[src/latch_bank_pkg.sv]
package latch_bank_pkg;

  localparam int WORD_W = 32;
  localparam int SEL_W = 3;

  // Destination select codes.
  localparam logic [2:0] SEL_TX = 3'h0;
  localparam logic [2:0] SEL_RX1 = 3'h2;
  localparam logic [2:0] SEL_RX2 = 3'h3;
  localparam logic [2:0] SEL_SENSOR = 3'h6;

  // Transmit-control field positions.
  localparam int TX_FAST_BIT = 10;
  localparam int TX_OSC_BIT = 9;
  localparam int TX_SLOW_BIT = 8;
  localparam int TX_AMP_BIT = 7;
  localparam int TX_LEVEL_HI = 6;
  localparam int TX_LEVEL_LO = 3;

  // Receive-chain field positions.
  localparam int RX_GAIN_EN_BIT = 20;
  localparam int RX_GAIN_HI = 19;
  localparam int RX_GAIN_LO = 17;
  localparam int RX_DRIVE_BIT = 16;
  localparam int RX_MIXER_BIT = 15;
  localparam int RX_MIXGAIN_BIT = 14;
  localparam int RX_QOFS_HI = 13;
  localparam int RX_QOFS_LO = 9;
  localparam int RX_IOFS_HI = 8;
  localparam int RX_IOFS_LO = 4;
  localparam int RX_LNA_BIT = 3;

  // Sensor group field positions.
  localparam int SNS_EN_HI = 6;
  localparam int SNS_EN_LO = 3;
  localparam int SNS_MON_HI = 12;
  localparam int SNS_MON_LO = 10;

  // Transmit chain settings.
  typedef struct packed {
    logic fast_divider_enable;
    logic osc_enable;
    logic slow_divider_enable;
    logic amp_enable;
    logic [3:0] amp_level;
  } tx_ctrl_t;

  // Receive chain settings; offset fields carry their side bit on top.
  typedef struct packed {
    logic gain_enable;
    logic [2:0] rx_gain;
    logic drive_enable;
    logic mixer_enable;
    logic mixer_low_gain;
    logic [4:0] quad_offset;
    logic [4:0] inphase_offset;
    logic lna_enable;
  } rx_ctrl_t;

  // Sensor and monitor settings.
  typedef struct packed {
    logic [3:0] sensor_enable;
    logic [2:0] monitor_sel;
  } sensor_ctrl_t;

endpackage : latch_bank_pkg

[src/edge_sync.sv]
`timescale 1ns/1ps
`default_nettype none
// Two-stage synchroniser with rise detection on the settled copy.
module edge_sync #(
  // Level the pin rests at; reset loads it so that no false edge follows reset.
  parameter logic IDLE = 1'b0
) (
  // Clock and reset.
  input wire logic clock,
  input wire logic rst,
  // Asynchronous pin and its synchronised view.
  input wire logic pin,
  output logic level,
  output logic rise
);

  logic meta;
  logic settled;
  logic prev;

  // The first stage is read only by the second to bound metastability.
  always_ff @(posedge clock or posedge rst) begin
    if (rst) begin
      meta <= IDLE;
      settled <= IDLE;
      prev <= IDLE;
    end else begin
      meta <= pin;
      settled <= meta;
      prev <= settled;
    end
  end

  // Edge found by comparing the settled copy with its previous value.
  assign level = settled;
  assign rise = settled & ~prev;

endmodule : edge_sync
`default_nettype wire

[src/serial_control_latch_bank.sv]
`timescale 1ns/1ps
`default_nettype none
// Write-only three-wire control port feeding four latch groups.
module serial_control_latch_bank (
  // System clock and reset.
  input wire logic clock,
  input wire logic rst,
  // Host serial port pins.
  input wire logic serial_data,
  input wire logic serial_clock,
  input wire logic load_strobe_n,
  // Latched settings.
  output latch_bank_pkg::tx_ctrl_t tx_control,
  output latch_bank_pkg::rx_ctrl_t rx_chain_one_control,
  output latch_bank_pkg::rx_ctrl_t rx_chain_two_control,
  output latch_bank_pkg::sensor_ctrl_t sensor_monitor_select,
  output logic [2:0] analog_monitor_out
);

  logic sclk_rise;
  logic load_rise;
  logic load_level;
  logic data_level;
  logic data_meta;
  logic [latch_bank_pkg::WORD_W-1:0] shift_word;
  logic [latch_bank_pkg::SEL_W-1:0] sel;

  // Serial clock and strobe edges found in the system clock domain.
  edge_sync u_sclk (
    .clock(clock),
    .rst(rst),
    .pin(serial_clock),
    .level(),
    .rise(sclk_rise)
  );

  // The strobe rests high, so its synchroniser resets high and reset fakes no commit.
  edge_sync #(.IDLE(1'b1)) u_load (
    .clock(clock),
    .rst(rst),
    .pin(load_strobe_n),
    .level(load_level),
    .rise(load_rise)
  );

  // Data passes the same two stages so it lines up with the clock edge found.
  always_ff @(posedge clock or posedge rst) begin
    if (rst) begin
      data_meta <= 1'b0;
      data_level <= 1'b0;
    end else begin
      data_meta <= serial_data;
      data_level <= data_meta;
    end
  end

  // Shift in MSB first; shifting happens only while the strobe is low.
  always_ff @(posedge clock or posedge rst) begin
    if (rst) begin
      shift_word <= '0;
    end else if (sclk_rise && !load_level) begin
      shift_word <= {shift_word[latch_bank_pkg::WORD_W-2:0], data_level};
    end
  end

  // The last three bits shifted choose the destination.
  assign sel = shift_word[latch_bank_pkg::SEL_W-1:0];

  // Transmit group loads only on the rising strobe with code 000.
  always_ff @(posedge clock or posedge rst) begin
    if (rst) begin
      tx_control <= '0;
    end else if (load_rise && sel == latch_bank_pkg::SEL_TX) begin
      tx_control.fast_divider_enable <= shift_word[latch_bank_pkg::TX_FAST_BIT];
      tx_control.osc_enable <= shift_word[latch_bank_pkg::TX_OSC_BIT];
      tx_control.slow_divider_enable <= shift_word[latch_bank_pkg::TX_SLOW_BIT];
      tx_control.amp_enable <= shift_word[latch_bank_pkg::TX_AMP_BIT];
      // Code passes straight through, so its order is the power order.
      tx_control.amp_level <= shift_word[latch_bank_pkg::TX_LEVEL_HI:latch_bank_pkg::TX_LEVEL_LO];
    end
  end

  // Both receive chains share one layout, so one generate serves them.
  latch_bank_pkg::rx_ctrl_t rx_q [2];
  for (genvar g = 0; g < 2; g++) begin : g_rx
    always_ff @(posedge clock or posedge rst) begin
      if (rst) begin
        rx_q[g] <= '0;
      end else if (load_rise && sel == (g == 0 ? latch_bank_pkg::SEL_RX1 : latch_bank_pkg::SEL_RX2)) begin
        rx_q[g].gain_enable <= shift_word[latch_bank_pkg::RX_GAIN_EN_BIT];
        rx_q[g].rx_gain <= shift_word[latch_bank_pkg::RX_GAIN_HI:latch_bank_pkg::RX_GAIN_LO];
        rx_q[g].drive_enable <= shift_word[latch_bank_pkg::RX_DRIVE_BIT];
        rx_q[g].mixer_enable <= shift_word[latch_bank_pkg::RX_MIXER_BIT];
        rx_q[g].mixer_low_gain <= shift_word[latch_bank_pkg::RX_MIXGAIN_BIT];
        rx_q[g].quad_offset <= shift_word[latch_bank_pkg::RX_QOFS_HI:latch_bank_pkg::RX_QOFS_LO];
        rx_q[g].inphase_offset <= shift_word[latch_bank_pkg::RX_IOFS_HI:latch_bank_pkg::RX_IOFS_LO];
        rx_q[g].lna_enable <= shift_word[latch_bank_pkg::RX_LNA_BIT];
      end
    end
  end
  assign rx_chain_one_control = rx_q[0];
  assign rx_chain_two_control = rx_q[1];

  // Sensor group; reserved codes 001, 100, 101, 111 are dropped as no-ops.
  always_ff @(posedge clock or posedge rst) begin
    if (rst) begin
      sensor_monitor_select <= '0;
    end else if (load_rise && sel == latch_bank_pkg::SEL_SENSOR) begin
      sensor_monitor_select.sensor_enable <= shift_word[latch_bank_pkg::SNS_EN_HI:latch_bank_pkg::SNS_EN_LO];
      sensor_monitor_select.monitor_sel <= shift_word[latch_bank_pkg::SNS_MON_HI:latch_bank_pkg::SNS_MON_LO];
    end
  end

  // Monitor selection code is exposed for the analog mux.
  assign analog_monitor_out = sensor_monitor_select.monitor_sel;

  // Settings hold unless a commit edge arrives.
  property p_tx_stable;
    @(posedge clock) disable iff (rst)
      !load_rise |=> $stable(tx_control);
  endproperty
  a_tx_stable: assert property (p_tx_stable) else $error("tx changed without commit");

  property p_tx_load;
    @(posedge clock) disable iff (rst)
      load_rise && sel == latch_bank_pkg::SEL_TX |=> tx_control.amp_level == $past(shift_word[6:3])
        && tx_control.amp_enable == $past(shift_word[7]);
  endproperty
  a_tx_load: assert property (p_tx_load) else $error("tx load wrong");

  property p_tx_enables;
    @(posedge clock) disable iff (rst)
      load_rise && sel == latch_bank_pkg::SEL_TX |=> tx_control.fast_divider_enable == $past(shift_word[10])
        && tx_control.osc_enable == $past(shift_word[9]) && tx_control.slow_divider_enable == $past(shift_word[8]);
  endproperty
  a_tx_enables: assert property (p_tx_enables) else $error("tx enables wrong");

  property p_rx1_load;
    @(posedge clock) disable iff (rst)
      load_rise && sel == latch_bank_pkg::SEL_RX1 |=> rx_chain_one_control == $past(shift_word[20:3])
        && $stable(rx_chain_two_control);
  endproperty
  a_rx1_load: assert property (p_rx1_load) else $error("rx1 load wrong");

  property p_rx2_load;
    @(posedge clock) disable iff (rst)
      load_rise && sel == latch_bank_pkg::SEL_RX2 |=> rx_chain_two_control == $past(shift_word[20:3])
        && $stable(rx_chain_one_control);
  endproperty
  a_rx2_load: assert property (p_rx2_load) else $error("rx2 load wrong");

  property p_sensor_load;
    @(posedge clock) disable iff (rst)
      load_rise && sel == latch_bank_pkg::SEL_SENSOR |=> sensor_monitor_select.sensor_enable == $past(shift_word[6:3])
        && analog_monitor_out == $past(shift_word[12:10]);
  endproperty
  a_sensor_load: assert property (p_sensor_load) else $error("sensor load wrong");

  property p_shift;
    @(posedge clock) disable iff (rst)
      sclk_rise && !load_level |=> shift_word[0] == $past(data_level) && shift_word[31:1] == $past(shift_word[30:0]);
  endproperty
  a_shift: assert property (p_shift) else $error("shift wrong");

  property p_hold_high;
    @(posedge clock) disable iff (rst)
      load_level ##1 load_level |-> $stable(shift_word);
  endproperty
  a_hold_high: assert property (p_hold_high) else $error("shifted while strobe high");

  property p_reserved;
    @(posedge clock) disable iff (rst)
      load_rise && (sel == 3'h1 || sel == 3'h4 || sel == 3'h5 || sel == 3'h7) |=>
        $stable(tx_control) && $stable(sensor_monitor_select) && $stable(rx_chain_one_control)
        && $stable(rx_chain_two_control);
  endproperty
  a_reserved: assert property (p_reserved) else $error("reserved code changed a group");

  // Fast divider enable follows its own bit on a transmit commit.
  property p_tx_fast;
    @(posedge clock) disable iff (rst)
      load_rise && sel == latch_bank_pkg::SEL_TX |=>
        tx_control.fast_divider_enable == $past(shift_word[latch_bank_pkg::TX_FAST_BIT]);
  endproperty
  a_tx_fast: assert property (p_tx_fast) else $error("fast divider enable wrong");

  // Oscillator enable follows its own bit on a transmit commit.
  property p_tx_osc;
    @(posedge clock) disable iff (rst)
      load_rise && sel == latch_bank_pkg::SEL_TX |=>
        tx_control.osc_enable == $past(shift_word[latch_bank_pkg::TX_OSC_BIT]);
  endproperty
  a_tx_osc: assert property (p_tx_osc) else $error("oscillator enable wrong");

  // Slow divider enable follows its own bit on a transmit commit.
  property p_tx_slow;
    @(posedge clock) disable iff (rst)
      load_rise && sel == latch_bank_pkg::SEL_TX |=>
        tx_control.slow_divider_enable == $past(shift_word[latch_bank_pkg::TX_SLOW_BIT]);
  endproperty
  a_tx_slow: assert property (p_tx_slow) else $error("slow divider enable wrong");

  // Amplifier enable follows its own bit on a transmit commit.
  property p_tx_amp;
    @(posedge clock) disable iff (rst)
      load_rise && sel == latch_bank_pkg::SEL_TX |=>
        tx_control.amp_enable == $past(shift_word[latch_bank_pkg::TX_AMP_BIT]);
  endproperty
  a_tx_amp: assert property (p_tx_amp) else $error("amplifier enable wrong");

  // The level code lands unchanged, so a larger code always means more output power.
  property p_tx_level;
    @(posedge clock) disable iff (rst)
      load_rise && sel == latch_bank_pkg::SEL_TX |=>
        tx_control.amp_level == $past(shift_word[latch_bank_pkg::TX_LEVEL_HI:latch_bank_pkg::TX_LEVEL_LO]);
  endproperty
  a_tx_level: assert property (p_tx_level) else $error("amplifier level wrong");

  // Only a transmit commit may move the transmit settings.
  property p_tx_only;
    @(posedge clock) disable iff (rst)
      !(load_rise && sel == latch_bank_pkg::SEL_TX) |=> $stable(tx_control);
  endproperty
  a_tx_only: assert property (p_tx_only) else $error("tx changed on another code");

  // Only a commit with its own code may move the first receive chain.
  property p_rx1_hold;
    @(posedge clock) disable iff (rst)
      !(load_rise && sel == latch_bank_pkg::SEL_RX1) |=> $stable(rx_chain_one_control);
  endproperty
  a_rx1_hold: assert property (p_rx1_hold) else $error("rx1 changed on another code");

  // Only a commit with its own code may move the second receive chain.
  property p_rx2_hold;
    @(posedge clock) disable iff (rst)
      !(load_rise && sel == latch_bank_pkg::SEL_RX2) |=> $stable(rx_chain_two_control);
  endproperty
  a_rx2_hold: assert property (p_rx2_hold) else $error("rx2 changed on another code");

  // Only a sensor commit may move the sensor settings.
  property p_sensor_hold;
    @(posedge clock) disable iff (rst)
      !(load_rise && sel == latch_bank_pkg::SEL_SENSOR) |=> $stable(sensor_monitor_select);
  endproperty
  a_sensor_hold: assert property (p_sensor_hold) else $error("sensor changed on another code");

  // The shifter moves only on a serial clock rise, never on the system clock alone.
  property p_shift_needs_clock;
    @(posedge clock) disable iff (rst)
      !sclk_rise |=> $stable(shift_word);
  endproperty
  a_shift_needs_clock: assert property (p_shift_needs_clock) else $error("shifted without serial clock");

  // A commit leaves the shifter alone, so the same word may be committed again.
  property p_commit_keeps_shift;
    @(posedge clock) disable iff (rst)
      load_rise |=> $stable(shift_word);
  endproperty
  a_commit_keeps_shift: assert property (p_commit_keeps_shift) else $error("commit disturbed shifter");

  // One strobe edge gives exactly one commit pulse.
  property p_commit_once;
    @(posedge clock) disable iff (rst)
      load_rise |=> !load_rise;
  endproperty
  a_commit_once: assert property (p_commit_once) else $error("commit pulse too long");

  // The monitor selection moves only one cycle after a sensor commit.
  property p_monitor_change;
    @(posedge clock) disable iff (rst)
      $changed(analog_monitor_out) |-> $past(load_rise) && $past(sel) == latch_bank_pkg::SEL_SENSOR;
  endproperty
  a_monitor_change: assert property (p_monitor_change) else $error("monitor moved without commit");

  // Gain stage enable and gain code land in the first chain at their own positions.
  property p_rx1_gain;
    @(posedge clock) disable iff (rst)
      load_rise && sel == latch_bank_pkg::SEL_RX1 |=>
        rx_chain_one_control.gain_enable == $past(shift_word[latch_bank_pkg::RX_GAIN_EN_BIT])
        && rx_chain_one_control.rx_gain == $past(shift_word[latch_bank_pkg::RX_GAIN_HI:latch_bank_pkg::RX_GAIN_LO]);
  endproperty
  a_rx1_gain: assert property (p_rx1_gain) else $error("rx1 gain wrong");

  // Drive, mixer and low-noise amplifier enables of the first chain sit at their own bits.
  property p_rx1_enables;
    @(posedge clock) disable iff (rst)
      load_rise && sel == latch_bank_pkg::SEL_RX1 |=>
        rx_chain_one_control.drive_enable == $past(shift_word[latch_bank_pkg::RX_DRIVE_BIT])
        && rx_chain_one_control.mixer_enable == $past(shift_word[latch_bank_pkg::RX_MIXER_BIT])
        && rx_chain_one_control.lna_enable == $past(shift_word[latch_bank_pkg::RX_LNA_BIT]);
  endproperty
  a_rx1_enables: assert property (p_rx1_enables) else $error("rx1 enables wrong");

  // Both offset fields of the second chain keep their side bit on top.
  property p_rx2_offsets;
    @(posedge clock) disable iff (rst)
      load_rise && sel == latch_bank_pkg::SEL_RX2 |=>
        rx_chain_two_control.quad_offset == $past(shift_word[latch_bank_pkg::RX_QOFS_HI:latch_bank_pkg::RX_QOFS_LO])
        && rx_chain_two_control.inphase_offset
          == $past(shift_word[latch_bank_pkg::RX_IOFS_HI:latch_bank_pkg::RX_IOFS_LO]);
  endproperty
  a_rx2_offsets: assert property (p_rx2_offsets) else $error("rx2 offsets wrong");

  // Sensor enables and monitor code come from their own fields of a sensor commit.
  property p_sensor_fields;
    @(posedge clock) disable iff (rst)
      load_rise && sel == latch_bank_pkg::SEL_SENSOR |=>
        sensor_monitor_select.sensor_enable == $past(shift_word[latch_bank_pkg::SNS_EN_HI:latch_bank_pkg::SNS_EN_LO])
        && sensor_monitor_select.monitor_sel
          == $past(shift_word[latch_bank_pkg::SNS_MON_HI:latch_bank_pkg::SNS_MON_LO]);
  endproperty
  a_sensor_fields: assert property (p_sensor_fields) else $error("sensor fields wrong");

endmodule : serial_control_latch_bank
`default_nettype wire

[config.mk]
export PLATFORM = sky130hd
export DESIGN_NAME = serial_control_latch_bank
export DESIGN_NICKNAME = d
export VERILOG_FILES = /design/src/latch_bank_pkg.sv /design/src/edge_sync.sv /design/src/serial_control_latch_bank.sv
export SDC_FILE = /design/constraint.sdc
export NUM_CORES = 1
export LEC_CHECK = 0
export CORE_ASPECT_RATIO = 0.8
export CORE_MARGIN = 1.5
export CORE_UTILIZATION = 61
export DETAILED_ROUTE_END_ITERATION = 16
export DONT_BUFFER_PORTS = 1
export PLACE_DENSITY = 0.77
export SLEW_MARGIN = 30
export SYNTH_ARGS = -nofsm -noshare
export SYNTH_HDL_FRONTEND = slang
export SYNTH_SLANG_ARGS = --single-unit
[constraint.sdc]
create_clock -name clock -period 3.25 [get_ports clock]
set_clock_uncertainty 0.05 [all_clocks]
set_input_delay 0.8125 -clock clock [delete_from_list [all_inputs] [get_ports clock]]
set_output_delay 0.8125 -clock clock [all_outputs]
set_load 0.05 [all_outputs]
==> results.cfg <==
[drt]
wl_met1_um = 2060
wl_per_cell_um = 19.6
drt_iter0_markers = 39
wl_met2_um = 2230
ant_nets = 0
top_layer = met4
drt-pass1-iter-count = 4
vias = 1388
routed_wl_um = 4670
drc_errors = 0
via_per_inst = 5.81
wl_met3_um = 343

[yosys]
yosysMostFrequentCell = dfrtp_1
syn_area_um2 = 2930
yosys.area.top_type_share = 0.657
seq_area_frac_synth = 0.684
syn-num-nets = 174
synth.distinct_cells = 15
avgSynthCellArea_um2 = 17.3
synth.ff_latch_count = 80
yosys.area.top_type = dfrtp_1
synth_area_leaders = dfrtp_1 (66%), mux2_2 (28%), dfstp_2 (2.7%), buf_4 (1.0%), buf_2 (0.51%)
ys.flop_type = dfrtp_1
ys_async_sr_fraction = 1.00
postSynthCellCount = 169
synth_edf_count = 0
synth_common_cells = dfrtp_1 (77), mux2_2 (72), buf_4 (4), buf_2 (3), dfstp_2 (3)
yosys_warnings = 0

[clock_network]
path_clk_slew_ns = 0.07
cts_num_sinks = 80
cts_tree = built
insertion_delay_ns = 0.35
ctsHtreeMaxLevel = 3
clk_path_buf_depth = 2
hold_buffers = 0
cts_setup_buffers = 0
cts_buffers = 9
cts_resized = 0
cts_root_buf = clkbuf_8

[global_route]
antenna_found_initial = 0
overflow = 0
grt_pass1_wl_um = 7780
grt_util_all_layers = 0.211
grt_pass1_vias = 1532
grt_max_degree = 45

[finish]
n_antenna_cell = 0
syn2layout_area_growth_pct = 9.82
drive_gt1_frac = 0.536
final_nets = 179

[power_and_ir_drop]
p_seq_frac = 0.601
switching_share = 0.330
p_switching_uw = 871
power.leakage_nw = 1.61
powerDensity_nw_per_um2 = 820
combinationalPowerShare = 0.079
irDropWorstVdd_uv = 541
power.clock.fraction = 0.321
p_int_mw = 1.77

[setup_path]
cp.required_ns = 3.44
path_max_fanout = 18
worstSetupEndpointType = flop
reg2reg_from = u_load.level
regToRegSetupSlack_ns = 1.09
r2r_cells = 3
critPathArrivalTime_ns = 2.34
reg2reg_to = rx_chain_two_control[16]
crit_path_start_kind = flop
criticalPathCategory = flop to flop
startpoint = u_load.level

[sta]
setup_ws_ns = 1.09
timing.final.hold_violations = 0
fin_tns_setup_ns = 0
fmax_ghz = 0.463
maxSlewViolCount = 0
fin_crit_sh = 0.664
setup-violations-final = 0
min_period_ns = 2.16
relSlewSlack = 0.400
rsz0062_at_grt = no
worst_pin_slew_ns = 0.900

[status]
status = completed

[min_path]
min_path_type = flop to flop
holdPathEnd = data_level
hold_depth = 0
hold_path.startpoint = data_meta

[placed_design]
place_congestion = 0.739
dp_slack_ns = 1.09
io_buffers = 0
place.detailed.hpwl_um = 3080

[floorplan]
die_h_um = 65.0
start_util = 0.638
rows = 22
ios = 59
dieArea_um2 = 5230
core_area_um2 = 4600
die_width_um = 80.5

[job]
maxCapViolations = 0
## sequential cells by signal, summed over array words and instances (netlist names), 3 cells and up
name,count
shift_word,21
rx_chain_one_control,18
rx_chain_two_control,18
tx_control,8
sensor_monitor_select,4
analog_monitor_out,3
## worst max-delay path, stage by stage (launching register included)
cell	delay [ns]
dfstp_2	0.56
nor3b_2	0.26
and3_1	0.76
mux2_2	0.42
## cells by family (layout without fill, tap and decap cells)
group | count (synthesis) | in the layout | synth area share
simple gates | 8 | 8 | 0.0188
mux | 72 | 72 | 0.277
buf+inv | 9 | 19 | 0.0205
flops | 80 | 80 | 0.684
## per-layer routing
layer | vias up | global-route usage
li1 | 605 | -
met4 | 0 | 0.0884
met2 | 42 | 0.304
met3 | 4 | 0.104
met5 | - | 0
met1 | 737 | 0.273
## how the worst max path moves through the flow
stage / slack [ns] / depth (start not counted) / to
2_1_floorplan: 0.34 / 1 / analog_monitor_out[0]
3_3_place_gp: 1.18 / 3 / rx_chain_two_control[13]
4_1_cts: 1.07 / 3 / rx_chain_two_control[16]
6_report: 1.09 / 3 / rx_chain_two_control[16]
3_5_place_dp: 1.09 / 3 / rx_chain_two_control[16]
5_1_grt: 0.95 / 3 / rx_chain_two_control[16]
## area by class of cell
cell class	instances	area, um2
Inverter	1	5.00
Timing Repair Buffer	2	27.5
Sequential cell	80	2010
Multi-Input combinational cell	80	871
Clock buffer	10	128
Clock inverter	6	108
Tap cell	60	75.1
Fill cell	311	1380
## placed cells by master, fill, tap and decap left out, types with 2 or more instances in the layout
master,netlist,final
bufinv_16,0,3
clkbuf_8,0,9
clkinv_2,0,3
dfrtp_1,77,77
dfstp_2,3,3
mux2_2,72,72
nor3b_2,1,2
## power groups by stage
stage	clock network, mW	registers [mW]	logic, mW
2_1_floorplan	0	1.56	0.183
3_3_place_gp	0	1.60	0.198
3_5_place_dp	0	1.61	0.210
4_1_cts	0.869	1.59	0.212
5_1_grt	0.911	1.61	0.228
6_report	0.847	1.58	0.207
## per-stage QoR
stage               cell area (um2)   util  instances  hold WS [ns]  power [mW]
finish                         3220  0.700        239         0.311        2.64
CTS                            3220  0.700        239         0.312        2.67
global route                   3220  0.700        239         0.318        2.75
global placement               2980  0.649        223         0.283        1.80
detailed placement             2980  0.649        223         0.297        1.82
floorplan                      2930      -        169         0.281        1.74
Power figures use the tool's default switching activity.
